## src/rtl/rsb_consts.svh

```systemverilog
// Offsets, field positions, reset values and sizes of the receive slip buffer status block.
`ifndef RSB_CONSTS_SVH
`define RSB_CONSTS_SVH

// ----------------------------------------------------------------
// Register map
// ----------------------------------------------------------------
`define RSB_ADDR_W 16
`define RSB_DATA_W 8
`define RSB_STATUS_ADDR 16'h0B08
`define RSB_ENABLE_ADDR 16'h0B09

// ----------------------------------------------------------------
// Field positions and reset values
// ----------------------------------------------------------------
`define RSB_SLIP_BIT 0
`define RSB_EMPTY_BIT 1
`define RSB_FULL_BIT 2
`define RSB_FLAG_W 3
`define RSB_STATUS_RESET 3'h0
`define RSB_ENABLE_RESET 3'h0
`define RSB_UNMAPPED_DATA 8'h00

// ----------------------------------------------------------------
// Elastic store geometry: two frames of 24 channel bytes
// ----------------------------------------------------------------
`define RSB_FRAME_BYTES 24
`define RSB_DEPTH 48
`define RSB_PTR_W 6
`define RSB_LEVEL_W 6

`endif

```

## src/rtl/rsb_pkg.sv

```systemverilog
// Types shared by the receive slip buffer status block.
`include "rsb_consts.svh"

package rsb_pkg;
    typedef logic [`RSB_DATA_W-1:0] rsb_byte_t;
    typedef logic [`RSB_PTR_W-1:0] rsb_ptr_t;
    typedef logic [`RSB_LEVEL_W-1:0] rsb_level_t;
    typedef logic [`RSB_FLAG_W-1:0] rsb_flags_t;
    typedef enum logic [1:0] {
        RSB_SEL_NONE = 2'b00,
        RSB_SEL_STATUS = 2'b01,
        RSB_SEL_ENABLE = 2'b10
    } rsb_sel_t;
endpackage : rsb_pkg

```

## src/rtl/rsb_slip_status.sv

```systemverilog
// Receive slip buffer with sticky slip status, interrupt enable and a plain register port.
// Notes on behaviour
// - Empty flag bit 1, sticky, cleared by read.
// - Read when empty replays frame, sets empty.
// - Slip flag bit 0 on underflow or overflow.
// - Write when full, with no read in the same cycle, deletes frame, sets slip.
// - Full flag bit 2 set on frame deletion.
`timescale 1ns/1ps
`default_nettype none
`include "rsb_consts.svh"

module rsb_slip_status
    import rsb_pkg::*;
(
    // Clock and reset
    input wire logic clk,
    input wire logic rst_n,
    // Register port
    input wire logic [`RSB_ADDR_W-1:0] regAddr,
    input wire rsb_byte_t regWrData,
    input wire logic regWrStrobe,
    input wire logic regRdStrobe,
    output rsb_byte_t regRdData,
    // Receive stream
    input wire logic rxWrValid,
    input wire rsb_byte_t rxWrData,
    input wire logic rxRdReq,
    output rsb_byte_t rxRdData,
    // Interrupt
    output logic slipIrq
);
    // ----------------------------------------------------------------
    // Declarations
    // ----------------------------------------------------------------
    rsb_flags_t status_reg;
    rsb_flags_t status_next;
    rsb_flags_t enable_reg;
    rsb_flags_t enable_next;
    rsb_flags_t events;
    rsb_level_t fillLevel;
    logic underflowEv;
    logic overflowEv;
    logic statusRead;
    logic enableWrite;

    function automatic rsb_sel_t addrSel(input logic [`RSB_ADDR_W-1:0] addr);
        rsb_sel_t sel;
        sel = RSB_SEL_NONE;
        case (addr)
            `RSB_STATUS_ADDR: begin
                sel = RSB_SEL_STATUS;
            end
            `RSB_ENABLE_ADDR: begin
                sel = RSB_SEL_ENABLE;
            end
            default: begin
                sel = RSB_SEL_NONE;
            end
        endcase
        return sel;
    endfunction : addrSel

    // ----------------------------------------------------------------
    // Elastic store
    // ----------------------------------------------------------------
    rsb_elastic_store u_store (
        .clk(clk),
        .rst_n(rst_n),
        .wrValid(rxWrValid),
        .wrData(rxWrData),
        .rdReq(rxRdReq),
        .rdData(rxRdData),
        .fillLevel(fillLevel),
        .underflowEv(underflowEv),
        .overflowEv(overflowEv)
    );

    // ----------------------------------------------------------------
    // Sticky status
    // ----------------------------------------------------------------
    assign statusRead = regRdStrobe && (addrSel(regAddr) == RSB_SEL_STATUS);
    assign enableWrite = regWrStrobe && (addrSel(regAddr) == RSB_SEL_ENABLE);

    always_comb begin
        events = '0;
        events[`RSB_EMPTY_BIT] = underflowEv;
        events[`RSB_FULL_BIT] = overflowEv;
        events[`RSB_SLIP_BIT] = underflowEv || overflowEv;
    end

    // The read returns the old flags, so an event in the read cycle must outlive the clear.
    always_comb begin
        status_next = statusRead ? '0 : status_reg;
        status_next = status_next | events;
    end

    always_ff @(posedge clk) begin
        if (!rst_n) begin
            status_reg <= `RSB_STATUS_RESET;
        end else begin
            status_reg <= status_next;
        end
    end

    // ----------------------------------------------------------------
    // Enable register
    // ----------------------------------------------------------------
    assign enable_next = enableWrite ? regWrData[`RSB_FLAG_W-1:0] : enable_reg;

    always_ff @(posedge clk) begin
        if (!rst_n) begin
            enable_reg <= `RSB_ENABLE_RESET;
        end else begin
            enable_reg <= enable_next;
        end
    end

    // ----------------------------------------------------------------
    // Read data, one cycle after the strobe
    // ----------------------------------------------------------------
    always_ff @(posedge clk) begin
        if (!rst_n) begin
            regRdData <= '0;
        end else if (regRdStrobe) begin
            case (addrSel(regAddr))
                RSB_SEL_STATUS: begin
                    regRdData <= {{(`RSB_DATA_W-`RSB_FLAG_W){1'b0}}, status_reg};
                end
                RSB_SEL_ENABLE: begin
                    regRdData <= {{(`RSB_DATA_W-`RSB_FLAG_W){1'b0}}, enable_reg};
                end
                default: begin
                    regRdData <= `RSB_UNMAPPED_DATA;
                end
            endcase
        end else begin
            regRdData <= '0;
        end
    end

    // ----------------------------------------------------------------
    // Interrupt
    // ----------------------------------------------------------------
    // Built from next-state values so the output tracks the flags with no extra cycle of lag.
    always_ff @(posedge clk) begin
        if (!rst_n) begin
            slipIrq <= 1'b0;
        end else begin
            slipIrq <= |(status_next & enable_next);
        end
    end
endmodule : rsb_slip_status
`default_nettype wire

```

## src/rtl/rsb_elastic_store.sv

```systemverilog
// Two-frame receive elastic store that repeats a frame on underflow and deletes one on overflow.
`timescale 1ns/1ps
`default_nettype none
`include "rsb_consts.svh"

module rsb_elastic_store
    import rsb_pkg::*;
(
    // Clock and reset
    input wire logic clk,
    input wire logic rst_n,
    // Write side
    input wire logic wrValid,
    input wire rsb_byte_t wrData,
    // Read side
    input wire logic rdReq,
    output rsb_byte_t rdData,
    // Status
    output rsb_level_t fillLevel,
    output logic underflowEv,
    output logic overflowEv
);
    rsb_byte_t memory_reg [`RSB_DEPTH];
    rsb_ptr_t wrPtr_reg;
    rsb_ptr_t rdPtr_reg;
    rsb_ptr_t rdBase;
    rsb_ptr_t rdPtr_next;
    rsb_level_t level_reg;
    rsb_level_t level_next;

    function automatic rsb_ptr_t ptrAdd(input rsb_ptr_t ptr, input rsb_ptr_t inc);
        logic [`RSB_PTR_W:0] sum;
        sum = {1'b0, ptr} + {1'b0, inc};
        if (sum >= (`RSB_PTR_W+1)'(`RSB_DEPTH)) begin
            sum = sum - (`RSB_PTR_W+1)'(`RSB_DEPTH);
        end
        return sum[`RSB_PTR_W-1:0];
    endfunction : ptrAdd

    // A write into a full store only counts as overflow when no read frees a slot in the same cycle.
    assign underflowEv = rdReq && (level_reg == '0);
    assign overflowEv = wrValid && !rdReq && (level_reg == `RSB_LEVEL_W'(`RSB_DEPTH));
    assign fillLevel = level_reg;

    always_comb begin
        rdBase = rdPtr_reg;
        level_next = level_reg;
        if (underflowEv) begin
            // Step back one frame so the last frame is played again.
            rdBase = ptrAdd(rdPtr_reg, `RSB_PTR_W'(`RSB_DEPTH - `RSB_FRAME_BYTES));
            level_next = `RSB_LEVEL_W'(`RSB_FRAME_BYTES);
        end else if (overflowEv) begin
            // Skip the oldest frame so the new byte has room.
            rdBase = ptrAdd(rdPtr_reg, `RSB_PTR_W'(`RSB_FRAME_BYTES));
            level_next = `RSB_LEVEL_W'(`RSB_DEPTH - `RSB_FRAME_BYTES);
        end
        rdPtr_next = rdBase;
        if (rdReq) begin
            rdPtr_next = ptrAdd(rdBase, `RSB_PTR_W'(1));
            level_next = level_next - `RSB_LEVEL_W'(1);
        end
        if (wrValid) begin
            level_next = level_next + `RSB_LEVEL_W'(1);
        end
    end

    always_ff @(posedge clk) begin
        if (!rst_n) begin
            wrPtr_reg <= '0;
            rdPtr_reg <= '0;
            level_reg <= '0;
        end else begin
            rdPtr_reg <= rdPtr_next;
            level_reg <= level_next;
            if (wrValid) begin
                wrPtr_reg <= ptrAdd(wrPtr_reg, `RSB_PTR_W'(1));
            end
        end
    end

    genvar i;
    generate
        for (i = 0; i < `RSB_DEPTH; i++) begin : g_word
            always_ff @(posedge clk) begin
                if (!rst_n) begin
                    memory_reg[i] <= '0;
                end else if (wrValid && (wrPtr_reg == `RSB_PTR_W'(i))) begin
                    memory_reg[i] <= wrData;
                end
            end
        end
    endgenerate

    always_ff @(posedge clk) begin
        if (!rst_n) begin
            rdData <= '0;
        end else if (rdReq) begin
            rdData <= memory_reg[rdBase];
        end
    end
endmodule : rsb_elastic_store
`default_nettype wire

```

## config.mk

```make
export PLATFORM = sky130hd
export DESIGN_NAME = rsb_slip_status
export DESIGN_NICKNAME = d
export VERILOG_FILES = /design/src/rtl/rsb_pkg.sv /design/src/rtl/rsb_slip_status.sv /design/src/rtl/rsb_elastic_store.sv
export VERILOG_INCLUDE_DIRS = /design/src /design/src/rtl
export SDC_FILE = /design/constraint.sdc
export NUM_CORES = 1
export LEC_CHECK = 0
export CORE_ASPECT_RATIO = 0.6
export CORE_MARGIN = 1
export CORE_UTILIZATION = 60
export CTS_BUF_LIST = sky130_fd_sc_hd__clkbuf_4 sky130_fd_sc_hd__clkbuf_8 sky130_fd_sc_hd__clkbuf_16
export DETAILED_ROUTE_END_ITERATION = 7
export DONT_BUFFER_PORTS = 1
export MAX_ROUTING_LAYER = met4
export PLACE_DENSITY = 0.81
export SYNTH_ARGS = -nofsm -noshare
export SYNTH_HDL_FRONTEND = slang
export SYNTH_HIERARCHICAL = 1
export SYNTH_SLANG_ARGS = --single-unit
```

## constraint.sdc

```tcl
create_clock -name clk -period 9.1 [get_ports clk]
set_clock_uncertainty 0.2 [all_clocks]
set_input_delay 0 -clock clk [delete_from_list [all_inputs] [get_ports clk]]
set_output_delay 0 -clock clk [all_outputs]
set_load 0.01 [all_outputs]
```

# After elaboration in Yosys (flattened, before gate mapping)
# Memory sizes are Yosys's and may differ from the RTL's. A register that Yosys moved wholly into a read port is not among the register bits.
# Cells that the tools add are included.
# Widths: inputs -> output; s select.
# totals
ram_bits	384
n_memories	1
output_inout_bits	17
wordCells	392
register_bits	33
# op_classes
n_reduce_logical	60
add_sub_neg	8
eq_ne	54
n_bitwise	50
n_lt_le_gt_ge	3
muxes	209
# memory_table
memory	words	word_bits	read_ports	rd_ports_with_merged_regs	write_ports	line_no	text
u_store.memory_reg	48	8	1	1	48	rsb_elastic_store.sv:23	rsb_byte_t memory_reg [`RSB_DEPTH];
# op_table
operator	n
$mux 8	48
$mux 1	145
$eq 6x6->1 const B	17
$eq 6x5->1 const B	16
$mux 6	10
$logic_and 1x1->1	53
$eq 6x4->1 const B	8
$or 1x1->1	48
$eq 16x12->1 const B	2
$eq 6x3->1 const B	4
$ge 7x6->1 const B	3
$sub 6x6->6 const B	3
$add 6x1->7 const B	2
$eq 6x2->1 const B	2
$logic_not 6->1	2
$add 6x5->7 const B	1
$add 6x1->6 const B	1
$eq 6x1->1 const B	1
$mux 3	2
$pmux 3 s2	1
$sub 6x1->6 const B	1
$eq 2x1->1 const B	2
$eq 2x2->1 const B	2
$mux 2	2
7 further kinds	8

# Depth between registers and ports, before layout
# depth
word_depth	9
mapped_depth	17

# Cells and area by module
# Netlist, hierarchy kept.
# by_module_without_submodules
module	instances	area_each_um2	cells_each	seq_area_each_um2
rsb_elastic_store	1	19453.7	1337	12051.6
rsb_slip_status	1	533.0	56	200.2

# Worst setup path after synthesis
# No wires, ideal clock.
# synth_path
path_kind	reg2reg
start	reg u_store.rdPtr_reg[0]
end	reg u_store.rdPtr_reg[4]
path_stages_with_launch	18
n_path_buf	3
setup_ns	0.079
t_required_ns	8.821
setup_slack_ns	5.544
t_arrival_ns	3.277
cell_sequence	dfxtp_1 -> buf_2 -> buf_6 -> buf_1 -> inv_1 -> ha_1 -> nand4b_1 -> nand3b_1 -> o21bai_1 -> xnor2_1 -> mux2_2 -> inv_1 -> ha_1 -> nand2_1 -> a21oi_1 -> o2bb2ai_2 -> or4b_1 -> o211ai_1
# synth_between
elab_chain_len	9
# synth_lines
element	line_no	text
start, declared	rsb_elastic_store.sv:25	rsb_ptr_t rdPtr_reg;
start signal, assigned	rsb_elastic_store.sv:73	rdPtr_reg <= rdPtr_next;
$add 6x5->7	rsb_elastic_store.sv:33	sum = {1'b0, ptr} + {1'b0, inc};
$sub 6x6->6 or $ge 7x6->1 (tied branches)	rsb_elastic_store.sv:35, rsb_elastic_store.sv:34	
$mux 6	rsb_elastic_store.sv:34	if (sum >= (`RSB_PTR_W+1)'(`RSB_DEPTH)) begin
$mux 6	rsb_elastic_store.sv:52	end else if (overflowEv) begin
$mux 6 *	rsb_elastic_store.sv:48	if (underflowEv) begin
$add 6x1->7	rsb_elastic_store.sv:33	
$sub 6x6->6 or $ge 7x6->1 (tied branches)	rsb_elastic_store.sv:35, rsb_elastic_store.sv:34	
$mux 6	rsb_elastic_store.sv:34	
$mux 6 *	rsb_elastic_store.sv:58	if (rdReq) begin
# Mark *: on every way between the ends. The rest lies on a longest branch, timed or not.
# A chain may end at the register's enable or synchronous reset.

# Worst setup path in the final report
# layout_path
start	reg u_store.rdPtr_reg[0]
end	reg u_store.rdData[0] (read register of u_store.memory_reg)
# layout_between
elab_chain_len	5
# layout_lines
element	line_no	text
$add 6x5->7	rsb_elastic_store.sv:33	
$sub 6x6->6 or $ge 7x6->1 (tied branches)	rsb_elastic_store.sv:35, rsb_elastic_store.sv:34	
$mux 6	rsb_elastic_store.sv:34	
$mux 6	rsb_elastic_store.sv:52	
$mux 6 *	rsb_elastic_store.sv:48	
end, declared	rsb_elastic_store.sv:17	output rsb_byte_t rdData,
# Marked as above.

==> results.md <==
* Status: completed
* Worst path max stage delay at 0.93 ns
* Worst hold path type: input port to flip-flop
* Largest family of logic cells by synthesized area: simple AND/OR/NAND/NOR gates
* CTS root buffer: clkbuf_16
* Global-route wire length before repair at 72,300 um
* ANT nets after route at 0
* Final setup viols at 0
* Avg Cell Area, Syn at 14.3 sq um
* Dpl hpwl at 29,900 um
* Non-Filler Instances at 1,908
* Die height at 143 um
* H-Tree Depth at 2
* DR vias/cell at 6.28
* DRC violations left at 0
* RSZ-0062 raised after global routing: false
* Port buffer count at 0
* Simple-gate share of the synthesized area at 0.163
* Rel. slew slack at 0.0866
* Clock Sinks at 420
* Top cells by count, synth: and2_1, edfxtp_1, mux4_2, o21ai_0, clkbuf_1
* Post-synth EDFFs at 384
* Slowest cell on crit path: buf_4
* Pwr/cell area at 203 mW/mm^2
* Global route overflow at 0
* Die Wd at 238 um
* Syn Std Cell Area at 0.0200 sq mm
* WP data required at 9.30 ns
* Hold buffers post-CTS at 50
* Synth Area in Adders at 0.0100
* Peak supply drop at 0.144 mV
* Clock transition at path regs at 0.07 ns
* Initial antenna violation count at 1
* Final Max Slew Viols at 0
* FFs w/ async S/R, synth at 0
* Count leader, synth: and2_1
* IO Count at 55
* Post-synth top area cell: edfxtp_1
* Starting Density at 0.613
* Synthesis-stage register bit count at 420
* Full die area at 0.0341 sq mm
* Synthesized instance count at 1,393
* Final period utilization at 0.446
* WL/cell at 25.3 um
* Xor and xnor area share after synthesis at 0.0101
* Detailed Route Iter0 Violations at 1,526
* Leakage at 0.00805 uW
* Delay-heaviest family, CP: buffers and inverters
* Setup TNS at 0 ns
* Slew @ Worst Pin at 1.36 ns
* Area grow syn2layout at 11.6%
* Final Net Count at 1,481
* Crit path time final at 4.06 ns
* Max Root-Sink Buffers at 3
* Clock Latency Late Sink at 0.55 ns
* Post-synthesis compound-gate area fraction at 0.0351
* Yosys cell types at 61
* Largest net degree at the start of global routing at 74
* Crit Path Class: flip-flop to flip-flop
* CP Cell Sequence: buf_4 -> buf_4 -> mux4_2 -> mux4_2 -> o22ai_1 -> o21ai_0
* DP Cell Count at 1,785
* Critical-path maximum fanout at 53
* Total GRT Usage at 0.301
* Vias in the first global route at 11,658
* Fmax at 0.246 GHz
* CTS tree: done
* Synth area leaders: edfxtp_1, and2_1, mux4_2, dfxtp_1, o21ai_0
* Num CTS Buffers at 39
* Worst setup SP type: flip-flop
* Area of the core at 0.0326 sq mm
* Post-CTS Setup Inserts at 0
* Kind of end point of the critical path: flip-flop
* Routed vias at 11,991
* Synth Warn # at 6
* Final Hold Fails at 0
* Total of max-cap violations at 0
* Max reg flops at 384
* TritonRoute pass-1 iters at 6
* Arr. time, crit path at 4.26 ns
* Share of cells above drive strength 1 at 0.160
* Total Wirelength at 48,200 um
* WP buf/inv at 2
* Row cnt at 51
* Main synth FF type: edfxtp_1
* Post_cts resized at 0
* Post-synthesis mux area share at 0.142
* Share of the synthesized area in the top cell type at 0.577
* GPL Wtd Cong at 0.847
* Sequential area share after synthesis at 0.613
==> cell families after synthesis <==
family,Yosys count
DFF,420
other,1
xor gates and xnor gates,21
buffers and inverters,119
AOI/OAI and AO/OA,120
adders and majority gates,16
and+or+nand+nor,554
muxes,142
==> where the power goes <==
part | switching, uW | internal [uW]
sequential | 62.8 | 2190
clock | 719 | 950
combinational | 345 | 251
total | 1130 | 3390
==> worst min-delay path, cell delays in order <==
cell           delay (ns)
dlygate4sd3_1        0.54
mux2i_1              0.09
nor2b_1              0.11
==> final timing paths <==
| check | start | to | slack, ns | cells past startpoint |
|---|---|---|---|---|
| worst max register to register | u_store/rdPtr_reg[0]$_SDFFE_PN0P_ | u_store/rdData[0]$_SDFFE_PN0P_ | 5.04 | 6 |
| worst min-delay path | regWrData[0] | enable_reg[0]$_SDFF_PN0_ | 0.03 | 3 |
| worst max-delay path | u_store/rdPtr_reg[0]$_SDFFE_PN0P_ | u_store/rdData[0]$_SDFFE_PN0P_ | 5.04 | 6 |
| worst min register to register | status_reg[0]$_SDFF_PN0_ | status_reg[0]$_SDFF_PN0_ | 0.31 | 2 |
==> cells in the final DEF (no fill, tap or decap), types with 6 or more instances in the layout <==
cell	n
dfxtp_1	33
inv_1	18
dlygate4sd3_1	42
o22ai_1	9
edfxtp_1	384
clkbuf_16	41
nor2b_1	7
mux4_2	107
buf_4	39
ha_1	16
nor3_1	7
nand2_1	47
nand3_1	6
clkinv_2	8
o21ai_0	74
buf_12	8
nor2_1	62
xor2_1	10
a21boi_0	6
mux2i_1	28
a21oi_1	8
and2_1	394
xnor2_1	10
clkinv_1	8
==> through the flow <==
stage	hold WS, ns	instance area, sq um	power (uW)	setup slack (ns)	util
finish	0.0332	22300	4520	5.04	0.684
global route	0.0804	22300	4650	4.84	0.684
CTS	0.0172	22300	4520	5.04	0.683
detailed placement	-0.0680	20400	2810	5.10	0.626
global placement	-0.0688	20400	2790	5.12	0.626
floorplan	-0.0140	20000	2670	5.54	-
==> layout make-up <==
| class | instances | area, sq um |
|---|---|---|
| Inverter | 18 | 67.6 |
| Sequential cell | 420 | 12300 |
| Antenna cell | 2 | 5.00 |
| Fill cell | 2124 | 10300 |
| Clock inverter | 25 | 230 |
| Multi-Input combinational cell | 858 | 7210 |
| Timing Repair Buffer | 90 | 901 |
| Tap cell | 450 | 563 |
| Clock buffer | 45 | 1060 |
==> layer usage <==
layer	GRT usage	wire (um)
met1	0.436	19900
met2	0.423	21100
met3	0.0847	6290
met4	0.0713	1010
met5	-	0
Note: power is estimated with default switching activity, not from simulation.
